===== src/verilog/sbc_pkg.sv =====
// package for the system bus master/slave signalling block
// assumes one 125 MHz clock and slave status lines arriving from pins
package sbc_pkg;
  // transfer kind codes
  localparam logic [1:0] TK_ADDR_ONLY = 2'h0;
  localparam logic [1:0] TK_NONSEQ    = 2'h2;
  localparam logic [1:0] TK_SEQ       = 2'h3;
  // cycle kind codes
  localparam logic [2:0] CK_DATA      = 3'h1;
  localparam logic [2:0] CK_MISALIGN  = 3'h2;
  localparam logic [2:0] CK_RESERVED  = 3'h5;
  // width codes
  localparam logic [1:0] WD_BYTE      = 2'h0;
  localparam logic [1:0] WD_HALF      = 2'h1;
  localparam logic [1:0] WD_WORD      = 2'h2;
  localparam logic [1:0] WD_RESERVED  = 2'h3;
  // sequence codes
  localparam logic [2:0] SQ_SINGLE    = 3'h0;
  localparam logic [2:0] SQ_RELATED   = 3'h1;
  // master indices and grant vectors
  localparam int        MST_TEST     = 0;
  localparam int        MST_EXT      = 1;
  localparam int        MST_INT      = 2;
  localparam logic [2:0] GNT_TEST     = 3'h1;
  localparam logic [2:0] GNT_EXT      = 3'h2;
  localparam logic [2:0] GNT_INT      = 3'h4;
  // address layout: 16 banks of 4 MB over 64 MB
  localparam int        ADDR_W       = 28;
  localparam int        BANK_LSB     = 22;
  localparam int        SYNC_W       = 5;
  localparam logic [7:0] AREA_NONE_N  = 8'hFF;
  // bank to area map, entry n at bits 3n+2..3n
  localparam logic [47:0] BANK_AREA   = 48'hBFE_DA4_6C9_480;
  localparam logic [7:0] BEATS_ONE    = 8'h01;

  typedef struct packed {
    logic [ADDR_W-1:0] addr;
    logic              write;
    logic [2:0]        cycle;
    logic [1:0]        width;
    logic [3:0]        lanes_n;
    logic [2:0]        burst;   // 0 single, 1 two beats, 2..7 -> 1<<code beats
  } sbc_cmd_type;

  typedef struct packed {
    logic wait_s;
    logic hold_s;
    logic final_s;
  } sbc_status_type;

  typedef enum logic [0:0] {
    ST_IDLE = 1'b0,
    ST_BUSY = 1'b1
  } sbc_state_type;
endpackage : sbc_pkg

===== src/verilog/sbc_ctrl.sv =====
// arbiter, area decode and master-side transfer signalling of the system bus
// assumes the interior master issues commands on ref_clk; slave status, the
// bus clock and the external request arrive asynchronously on pins
//
// Behaviour
// - exactly one master owns the bus, told by its grant.
// - fixed priority: test controller, then external circuit, then interior.
// - interior gives up the bus when a higher master requests.
// - interior request is always asserted, so it owns an otherwise idle bus.
// - drive the active-low area select of the bank holding the address.
// - transfer kind: 00 address-only, 10 non-sequential, 11 sequential, 01 reserved.
// - cycle kind codes as listed; 101 reserved.
// - misaligned cycle kind only while the misalign pin is high.
// - four active-low lane enables, one per data byte lane.
// - width: 00 byte, 01 halfword, 10 word, 11 reserved.
// - sequence code gives burst length at start, 000 single and final.
// - code 001 for two-beat runs and the body of longer bursts.
// - slave status counts only while the bus clock is low.
// - during address hold, address and controls stay unchanged.
// - direction output high for write, low for read.
`timescale 1ns/1ps
`default_nettype none
module sbc_ctrl (
  input  wire logic                     ref_clk,
  input  wire logic                     rst,
  input  wire logic                     test_req,
  input  wire logic                     ext_req,
  input  wire logic                     misalign_enable_pin,
  input  wire logic                     system_bus_clock,
  input  wire sbc_pkg::sbc_status_type  slave_status,
  input  wire logic                     cmd_valid,
  input  wire sbc_pkg::sbc_cmd_type     cmd,
  output logic                          cmd_done_ff,
  output logic [2:0]                    bus_access_grant_ff,
  output logic [7:0]                    area_select_n_ff,
  output logic [sbc_pkg::ADDR_W-1:0]    bus_address_ff,
  output logic [1:0]                    transfer_kind_ff,
  output logic [2:0]                    cycle_kind_ff,
  output logic [3:0]                    lane_enable_n_ff,
  output logic [1:0]                    transfer_width_ff,
  output logic [2:0]                    sequence_code_ff,
  output logic                          write_direction_ff
);
  import sbc_pkg::*;

  // ==========================================================
  // pin synchronisers
  // three stages; a level counts once stages two and three agree
  logic [SYNC_W-1:0] pin_raw;
  logic [SYNC_W-1:0] sync1_ff;
  logic [SYNC_W-1:0] sync2_ff;
  logic [SYNC_W-1:0] sync3_ff;
  logic [SYNC_W-1:0] pin_ff;
  assign pin_raw = {ext_req, system_bus_clock, slave_status};

  genvar gi;
  generate
    for (gi = 0; gi < SYNC_W; gi++) begin : g_sync
      always_ff @(posedge ref_clk) begin
        if (rst) begin
          sync1_ff[gi] <= 1'b0;
          sync2_ff[gi] <= 1'b0;
          sync3_ff[gi] <= 1'b0;
          pin_ff[gi]   <= 1'b0;
        end else begin
          sync1_ff[gi] <= pin_raw[gi];
          sync2_ff[gi] <= sync1_ff[gi];
          sync3_ff[gi] <= sync2_ff[gi];
          if (sync2_ff[gi] == sync3_ff[gi]) begin
            pin_ff[gi] <= sync3_ff[gi];
          end
        end
      end
    end
  endgenerate

  logic           ext_req_s;
  logic           bclk_s;
  sbc_status_type stat_s;
  logic           bclk_prev_ff;
  logic           bclk_fall;
  assign ext_req_s = pin_ff[4];
  assign bclk_s    = pin_ff[3];
  assign stat_s    = sbc_status_type'(pin_ff[2:0]);

  // status is judged once per low phase, at the falling edge
  // reset level matches the cleared synchroniser, so no false fall follows reset
  always_ff @(posedge ref_clk) begin
    if (rst) begin
      bclk_prev_ff <= 1'b0;
    end else begin
      bclk_prev_ff <= bclk_s;
    end
  end
  assign bclk_fall = bclk_prev_ff & ~bclk_s;

  // ==========================================================
  // slave status decode
  // reserved status patterns are treated as wait so the bus never runs away
  logic st_done;
  logic st_last;
  logic st_hold;
  assign st_done = bclk_fall & (stat_s == 3'h0);
  assign st_last = bclk_fall & (stat_s == 3'h1);
  assign st_hold = stat_s.hold_s;

  // ==========================================================
  // arbitration
  sbc_state_type state_ff;
  logic [2:0]    req_vec;
  logic [2:0]    nxt_grant;
  assign req_vec = {1'b1, ext_req_s, test_req};

  // fixed priority, one-hot by construction
  always_comb begin
    if (req_vec[MST_TEST]) begin
      nxt_grant = GNT_TEST;
    end else if (req_vec[MST_EXT]) begin
      nxt_grant = GNT_EXT;
    end else begin
      nxt_grant = GNT_INT;
    end
  end

  // ownership moves only between transfers, so the interior finishes its
  // current beat sequence before yielding
  always_ff @(posedge ref_clk) begin
    if (rst) begin
      bus_access_grant_ff <= GNT_INT;
    end else if (state_ff == ST_IDLE) begin
      bus_access_grant_ff <= nxt_grant;
    end
  end

  // ==========================================================
  // command shaping
  logic [2:0] cyc_fix;
  logic [1:0] wid_fix;
  logic [7:0] beats_cmd;
  logic [2:0] seq_first;
  logic [2:0] area_of;
  logic [7:0] incr;
  always_comb begin
    cyc_fix = cmd.cycle;
    if (cmd.cycle == CK_RESERVED) begin
      cyc_fix = CK_DATA;
    end
    if (cmd.cycle == CK_MISALIGN && !misalign_enable_pin) begin
      cyc_fix = CK_DATA;
    end
    wid_fix   = (cmd.width == WD_RESERVED) ? WD_WORD : cmd.width;
    beats_cmd = (cmd.burst == SQ_SINGLE) ? BEATS_ONE : (BEATS_ONE << cmd.burst);
    seq_first = cmd.burst;
    area_of   = 3'(BANK_AREA >> (3 * 32'(cmd.addr[BANK_LSB+:4])));
  end
  assign incr = BEATS_ONE << transfer_width_ff;

  // ==========================================================
  // transfer sequencer
  logic [7:0] beats_left_ff;
  logic       go;
  logic       adv;
  logic       fin;
  assign go  = (state_ff == ST_IDLE) && cmd_valid && (nxt_grant == GNT_INT)
               && (bus_access_grant_ff == GNT_INT)
               && !cmd_done_ff; // valid still stands while done shows: no second take
  assign adv = (state_ff == ST_BUSY) && (st_done || st_last) && !st_hold;
  assign fin = adv && (st_last || beats_left_ff == BEATS_ONE);

  always_ff @(posedge ref_clk) begin
    if (rst) begin
      state_ff <= ST_IDLE;
    end else begin
      case (state_ff)
        ST_IDLE: begin
          if (go) begin
            state_ff <= ST_BUSY;
          end
        end
        ST_BUSY: begin
          if (fin) begin
            state_ff <= ST_IDLE;
          end
        end
        default: begin
          state_ff <= ST_IDLE;
        end
      endcase
    end
  end

  // beat counter
  always_ff @(posedge ref_clk) begin
    if (rst) begin
      beats_left_ff <= BEATS_ONE;
    end else if (go) begin
      beats_left_ff <= beats_cmd;
    end else if (adv) begin
      beats_left_ff <= beats_left_ff - BEATS_ONE;
    end
  end

  // address and control outputs; held while no advance, which covers hold
  always_ff @(posedge ref_clk) begin
    if (rst) begin
      area_select_n_ff   <= AREA_NONE_N;
      bus_address_ff     <= '0;
      transfer_kind_ff   <= TK_ADDR_ONLY;
      cycle_kind_ff      <= CK_DATA;
      lane_enable_n_ff   <= 4'hF;
      transfer_width_ff  <= WD_WORD;
      sequence_code_ff   <= SQ_SINGLE;
      write_direction_ff <= 1'b0;
    end else if (go) begin
      area_select_n_ff   <= ~(8'h01 << area_of);
      bus_address_ff     <= cmd.addr;
      transfer_kind_ff   <= TK_NONSEQ;
      cycle_kind_ff      <= cyc_fix;
      lane_enable_n_ff   <= cmd.lanes_n;
      transfer_width_ff  <= wid_fix;
      sequence_code_ff   <= seq_first;
      write_direction_ff <= cmd.write;
    end else if (fin) begin
      area_select_n_ff   <= AREA_NONE_N;
      transfer_kind_ff   <= TK_ADDR_ONLY;
      sequence_code_ff   <= SQ_SINGLE;
      lane_enable_n_ff   <= 4'hF;
    end else if (adv) begin
      bus_address_ff     <= bus_address_ff + ADDR_W'(incr);
      transfer_kind_ff   <= TK_SEQ;
      // final beat shows 000, body beats 001
      sequence_code_ff   <= (beats_left_ff == 8'h02) ? SQ_SINGLE : SQ_RELATED;
    end
  end

  // one-cycle completion pulse to the interior
  always_ff @(posedge ref_clk) begin
    if (rst) begin
      cmd_done_ff <= 1'b0;
    end else begin
      cmd_done_ff <= fin;
    end
  end
endmodule : sbc_ctrl
`default_nettype wire


===== config.mk =====
export PLATFORM = sky130hd
export DESIGN_NAME = sbc_ctrl
export DESIGN_NICKNAME = d
export VERILOG_FILES = /design/src/verilog/sbc_pkg.sv /design/src/verilog/sbc_ctrl.sv
export SDC_FILE = /design/constraint.sdc
export NUM_CORES = 1
export LEC_CHECK = 0
export ABC_AREA = 1
export BUFFER_PORTS_ARGS = -buffer_cell sky130_fd_sc_hd__buf_2
export CAP_MARGIN = 20
export CORE_ASPECT_RATIO = 0.75
export CORE_MARGIN = 1
export CORE_UTILIZATION = 58
export DETAILED_ROUTE_END_ITERATION = 8
export HOLD_SLACK_MARGIN = 0.06
export PLACE_DENSITY = 0.91
export RECOVER_POWER = 50
export SLEW_MARGIN = 0
export SYNTH_ARGS = -nofsm -noshare
export SYNTH_HDL_FRONTEND = slang
export SYNTH_SLANG_ARGS = --single-unit

===== constraint.sdc =====
create_clock -name ref_clk -period 6.43 [get_ports ref_clk]
set_input_delay 1.286 -clock ref_clk [delete_from_list [all_inputs] [get_ports ref_clk]]
set_output_delay 1.286 -clock ref_clk [all_outputs]
set_load 0.1 [all_outputs]

==> results of run 1 <==
stage by stage:
stage	cells	worst slack, ns	cell area [µm²]
2_1_floorplan	696	3.63	4520
3_3_place_gp	876	2.72	5010
3_5_place_dp	877	2.60	5030
4_1_cts	893	2.98	5260
5_1_grt	893	2.36	5200
6_report	893	2.55	5200
Yosys cell counts:
cell type  instances  area [µm²]
nand2_2            2        12.5
xnor2_1            1        8.76
nor4_1             2        12.5
buf_2              8        40.0
nand3_2            1        10.0
a211oi_1           4        30.0
or2_0              2        12.5
o22ai_1            4        25.0
nand3_1           42         210
nand4_4            1        21.3
and2_0             1        6.26
nor2_1           115         432
nand4_1            9        56.3
nand3b_1           4        30.0
ha_1               7        87.6
inv_1             78         293
o211ai_1           6        45.0
or2_2              3        18.8
nor2_2             5        31.3
dfxtp_1           85        1700
nor2_4             2        22.5
a211oi_2           1        12.5
inv_4              1        6.26
clkbuf_1           9        33.8
nor3_1            12        60.1
o21ai_0           40         200
inv_2              2        7.51
and2_1             1        6.26
o211a_1            1        10.0
nor3b_2            1        12.5
buf_4              3        22.5
buf_6              6        67.6
o21ai_1            5        25.0
a31oi_1            5        31.3
xor2_1             1        8.76
fa_1               1        20.0
a21oi_1           35         175
nand2_1          190         713
layout by cell type, fill, tap and decap left out, drive strengths merged, types with 2 or more instances in the layout:
cell / netlist / layout
nand2: 192 / 192
nor2: 122 / 122
dfxtp: 85 / 85
inv: 81 / 81
clkbuf: 9 / 59
buf: 17 / 58
o21ai: 45 / 45
nand3: 43 / 43
a21oi: 35 / 35
nor3: 12 / 12
nand4: 10 / 10
ha: 7 / 7
o211ai: 6 / 6
a31oi: 5 / 5
a211oi: 5 / 5
or2: 5 / 5
nand3b: 4 / 4
o22ai: 4 / 4
nor4: 2 / 2
clkinvlp: 0 / 2
bufinv: 0 / 2
and2: 2 / 2
layout make-up:
| type | instances | area (µm²) |
|---|---|---|
| Clock buffer | 11 | 141 |
| Clock inverter | 5 | 83.8 |
| Fill cell | 661 | 2230 |
| Inverter | 81 | 307 |
| Multi-Input combinational cell | 504 | 2350 |
| Sequential cell | 85 | 1700 |
| Tap cell | 101 | 126 |
| Timing Repair Buffer | 106 | 493 |
worst paths after layout:
| check | from | endpoint | slack (ns) | cells past startpoint |
|---|---|---|---|---|
| max | rst | bus_address_ff[16] | 2.55 | 7 |
| min | sync1_ff[1] | sync2_ff[1] | 0.40 | 2 |
| max reg2reg | state_ff | beats_left_ff[3] | 3.50 | 8 |
| min reg2reg | sync1_ff[1] | sync2_ff[1] | 0.40 | 2 |
cell families (layout without fill, tap and decap cells):
group                    count (synthesis)  in the layout
AND/OR/NAND/NOR                        393            393
buffers and inverters                  107            203
AO/OA/AOI/OAI                          101            101
flip-flops                              85             85
adder cells (fa/ha/maj)                  8              8
XOR/XNOR                                 2              2
power by group:
| part | internal [W] | total (W) | switching, W |
|---|---|---|---|
| clock network | 0.000230 | 0.000429 | 0.000199 |
| logic | 0.0000553 | 0.000249 | 0.000194 |
| registers | 0.000547 | 0.000567 | 0.0000197 |
metal layers:
metal	up-vias	wire (µm)	global-route usage, %
met5	-	0	0
met4	0	267	12.0
met3	40	1170	8.22
met2	244	5220	50.1
met1	2202	5210	37.7
li1	2401	-	-
tightest hold or removal path, cell delays in order (launching register included):
cell     delay, ns
dfxtp_1       0.30
inv_1         0.04
nor2_1        0.03
sequential cells by signal, indices dropped and copies added (netlist names), 2 cells and up:
register and count:
sync1_ff 5, transfer_width_ff 2, bus_access_grant_ff 3, transfer_kind_ff 2
lane_enable_n_ff 4, bus_address_ff 28, sync2_ff 5, sync3_ff 5
beats_left_ff 8, pin_ff 2, sequence_code_ff 3, cycle_kind_ff 3
area_select_n_ff 8
==> metrics.csv, run 1 <==
stage,metric,value,unit
run_status,violations,"capacitance limit, slew limit",
timing,fin_hold_ws,0.399,ns
power,finalPower,0.00125,W
place,io_buffers,105,
place,gp_congestion,0.971,
logic_synthesis,syn_nets,755,
timing,finalSetupViolations,0,
floorplanning,start_util,60.8,%
critical_path,max_stage_delay,1.48,ns
clocking,clock-sinks,85,
route,vias_per_cell,5.47,
logic_synthesis,yosys.area_share.simple,36.9,%
critical_path,slowest_stage,clkbuf_1,
timing,min_period,3.88,ns
clocking,clk_latency,0.36,ns
critical_path,crit_family,buffers and inverters,
grt,grt_max_degree,67,
timing,rsz0062_at_grt,no,
critical_path,worst_path_most_repeated_cell,inv_1,
critical_path,critPathBufInv,4,
power,peakVddDrop,0.150,mV
critical_path,path_cells,clkbuf_1 > inv_1 > buf_16 > o21ai_0 > inv_1 > nand2_1 > nor2_1,
logic_synthesis,synth_mux_area_share,0,%
logic_synthesis,ys_seq_elements,85,
logic_synthesis,synthAdderAreaFrac,2.38,%
power,power_density,240,mW/mm²
timing,finalCritPeriodShare,60.3,%
floorplanning,fp.coreArea,0.00743,mm²
logic_synthesis,synth.distinct_cells,38,
clocking,clock_path_buffers,2,
place,hpwl,8.39,mm
clocking,post-cts-setup-buffer-count,0,
route,first_iter_violations,432,
critical_path,criticalPathCategory,in -> reg,
floorplanning,die_h,78.4,µm
grt,grt_pass1_vias,4646,
route,first_pass_iters,6,
flow_run,maxCapViolations,1,
clocking,cts_hold_buf,0,
route,post_drt_wl_per_cell,13.3,µm
logic_synthesis,synth_area,0.00452,mm²
floorplanning,die_w,104,µm
timing,maxSlewHeadroom,-40.0,%
grt,grtUsageTotal,30.3,%
logic_synthesis,syn_inst,696,
timing,worst_pin_slew,2.10,ns
hold_path,hp-class,reg -> reg,
floorplanning,dieArea,0.00815,mm²
logic_synthesis,yosysWarnings,0,
route,vias,4887,
power,p_leak,2.21,nW
clocking,cts_buffers,9,
logic_synthesis,syn_avg_cell_area,6.49,µm²
critical_path,required,6.69,ns
clocking,htreeDepth,3,
floorplanning,pin_count,106,
clocking,path_clk_slew,0.09,ns
route,wirelength,11.9,mm
cells_and_area,syn_to_final_growth,15.1,%
critical_path,critPathLaunchType,input port,
cells_and_area,drive_above_1_share,11.6,%
grt,antenna_found_initial,0,
logic_synthesis,synth_compound_area_share,12.3,%
route,drtAntennaViolNets,0,
timing,slew_violations,45,
clocking,cts-resized-gates,0,
timing,fin_tns_setup,0,ns
critical_path,cp_data_arrival_time,4.14,ns
critical_path,crit_path_end_kind,register,
timing,fin_skew,0.00818,ns
grt,grt_pass1_wl,20.1,mm
grt,grt-ovfl-total,0,
cells_and_area,num_antenna_cells,0,
logic_synthesis,synth_top_family_by_area,simple AND/OR/NAND/NOR gates,
logic_synthesis,synth_xor_area_share,0.388,%
clocking,cts_root_buffer,clkbuf_8,
timing,max_freq,258,MHz
cells_and_area,nets,846,
floorplanning,rows,27,
logic_synthesis,yosysSeqAreaShare,37.7,%
cells_and_area,utilization,70.0,%
timing,hold_viol,0,
clocking,cts_tree,built,
run_status,status,finished with violations,
route,drc,0,
critical_path,worstPathMaxFanout,44,
No activity file was read; power rests on OpenSTA's default activity.
==> inputs of run 2 (changes only) <==
Settings changed: CORE_UTILIZATION 58 to 49, PLACE_DENSITY 0.91 to 0.83.
Clock period 6.43 ns to 3.3 ns, I/O delays scaled along.
==> metrics.csv, run 2 (synthesized netlist as in run 1, its figures left out) <==
stage,metric,value,unit
run_status,status,finished with violations,
run_status,violations,"capacitance limit, slew limit",
flow_run,maxCapViolations,1,
timing,finalCritPeriodShare,76.4,%
hold_path,hp-class,reg -> reg,
grt,grt_pass1_vias,4344,
critical_path,criticalPathCategory,in -> reg,
critical_path,reg2reg_slack,0.85,ns
place,io_buffers,105,
cells_and_area,multi_input_area,0.00235,mm²
critical_path,crit_family,buffers and inverters,
route,drc,0,
cells_and_area,utilization,61.2,%
critical_path,slowest_stage,clkbuf_1,
power,swShare,30.7,%
route,vias,4807,
hold_path,hold_start,sync1_ff[4],
cells_and_area,num_antenna_cells,0,
grt,grt_pass1_wl,19.9,mm
floorplanning,fp.coreArea,0.00871,mm²
cells_and_area,regMostFlops,bus_address_ff,
floorplanning,die_w,113,µm
cells_and_area,reg_top3,"bus_address_ff: 28 flops, area_select_n_ff: 8 flops, beats_left_ff: 8 flops",
cells_and_area,seqCellArea,0.00170,mm²
timing,max_freq,397,MHz
place,hpwl,8.74,mm
critical_path,worstPathMaxFanout,43,
clocking,path_clk_slew,0.06,ns
floorplanning,dieArea,0.00962,mm²
grt,antenna_found_initial,0,
clocking,clock_path_buffers,2,
grt,grt-ovfl-total,0,
power,seq_power_share,40.7,%
cells_and_area,drive_above_1_share,12.6,%
grt,grt_max_degree,44,
timing,finalSetupViolations,0,
critical_path,required,3.53,ns
timing,min_period,2.52,ns
power,p_sw,0.000834,W
critical_path,critPathLaunchType,input port,
route,post_drt_wl_per_cell,13.7,µm
floorplanning,pin_count,106,
critical_path,cp_data_arrival_time,2.75,ns
power,p_leak,2.29,nW
cells_and_area,syn_to_final_growth,17.9,%
hold_path,holdPathStages,2,
timing,fin_tns_setup,0,ns
cells_and_area,final_common_cell,nand2_1,
clocking,clk_latency,0.34,ns
clocking,clock-sinks,85,
cells_and_area,final_cell_mix,"190 x nand2_1, 115 x nor2_1, 85 x dfxtp_1",
clocking,post-cts-setup-buffer-count,0,
power,combPwrFrac,18.0,%
critical_path,worst_path_most_repeated_cell,nor2_1,
timing,rsz0062_at_grt,no,
critical_path,r2r-end,bus_address_ff[26],
cells_and_area,nets,848,
timing,worst_pin_slew,2.17,ns
grt,grtUsageTotal,26.0,%
critical_path,path_cells,buf_2 > clkbuf_1 > nor2_1 > nor2_1 > nor2_1,
floorplanning,die_h,85.2,µm
clocking,htreeDepth,3,
clocking,cts_buffers,9,
power,p_int,0.00188,W
hold_path,hold-path-endpoint,sync2_ff[4],
critical_path,setup.worst_path.start,rst,
timing,fin_skew,0.00702,ns
route,vias_per_cell,5.33,
power,peakVddDrop,0.355,mV
power,power_density,509,mW/mm²
route,drtAntennaViolNets,0,
place,gp_congestion,0.920,
critical_path,reg2reg_from,transfer_width_ff[1],
critical_path,max_stage_delay,1.55,ns
power,pwr-share-clk,41.3,%
route,first_iter_violations,343,
clocking,cts_root_buffer,clkbuf_16,
clocking,cts_tree,built,
timing,hold_viol,0,
floorplanning,start_util,51.9,%
cells_and_area,largest_reg_flops,28,
critical_path,crit_path_end_kind,register,
route,wirelength,12.3,mm
critical_path,reg2reg_depth,14,
critical_path,critPathBufInv,2,
timing,maxSlewHeadroom,-44.7,%
clocking,cts-resized-gates,0,
floorplanning,rows,29,
cells_and_area,fill_cells,826,
clocking,cts_hold_buf,0,
timing,slew_violations,44,
route,first_pass_iters,5,
run 2: cell types whose count changed in the layout (fill, tap and decap cells not counted):
cell        delta
clkinvlp_4     -2
buf_2          +6
clkbuf_8       -8
buf_12         +1
clkinv_2       +1
buf_4          +1
clkbuf_16      +9
buf_16         -1
clkinv_4       +1
clkbuf_1       -6
run 2: per-layer routing:
layer	vias up	part of all wire [%]	track usage (%)
met5	-	0	0
met4	0	1.2	9.33
met3	16	8.2	6.36
met2	204	44	42.2
met1	2180	46	34.0
li1	2407	-	-
run 2: cell type report:
type                            count  share of cell area [%]
Clock inverter                      5                    1.55
Inverter                           81                    5.75
Multi-Input combinational cell    504                    44.0
Tap cell                          108                    2.54
Clock buffer                       11                    4.74
Timing Repair Buffer              108                    9.46
Sequential cell                    85                    31.9
run 2: power groups by stage:
stage / Clock (W) / Combinational [W] / Sequential (W)
after floorplan: 0 / 0.000197 / 0.00132
after global placement: 0 / 0.000481 / 0.00112
after detailed placement: 0 / 0.000491 / 0.00113
after CTS: 0.00113 / 0.000492 / 0.00110
after global routing: 0.00117 / 0.000525 / 0.00111
final: 0.00112 / 0.000489 / 0.00111
run 2: tightest hold or removal path, stage by stage (launching register included):
cell and delay, ns:
dfxtp_1 0.29, inv_1 0.04, nor2_1 0.03
run 2: metrics by stage:
step | cell area, µm² | cells | hold WS (ns) | power (W) | setup slack [ns]
floorplan | 4520 | 696 | 0.388 | 0.00151 | 0.496
global placement | 5050 | 886 | 0.399 | 0.00160 | 0.732
detailed placement | 5050 | 886 | 0.395 | 0.00162 | 0.634
CTS | 5390 | 902 | 0.407 | 0.00273 | 0.914
global route | 5330 | 902 | 0.425 | 0.00281 | 0.591
finish | 5330 | 902 | 0.404 | 0.00272 | 0.780
run 2: worst max-delay path by stage:
stage          cells after the start  slack [ns]                  to
6_report                           5        0.78              bclk_s
5_1_grt                           13        0.59  bus_address_ff[12]
4_1_cts                           13        0.91  bus_address_ff[26]
3_5_place_dp                      10        0.63   bus_address_ff[7]
3_3_place_gp                      10        0.73   bus_address_ff[5]
2_1_floorplan                     12        0.50  bus_address_ff[10]
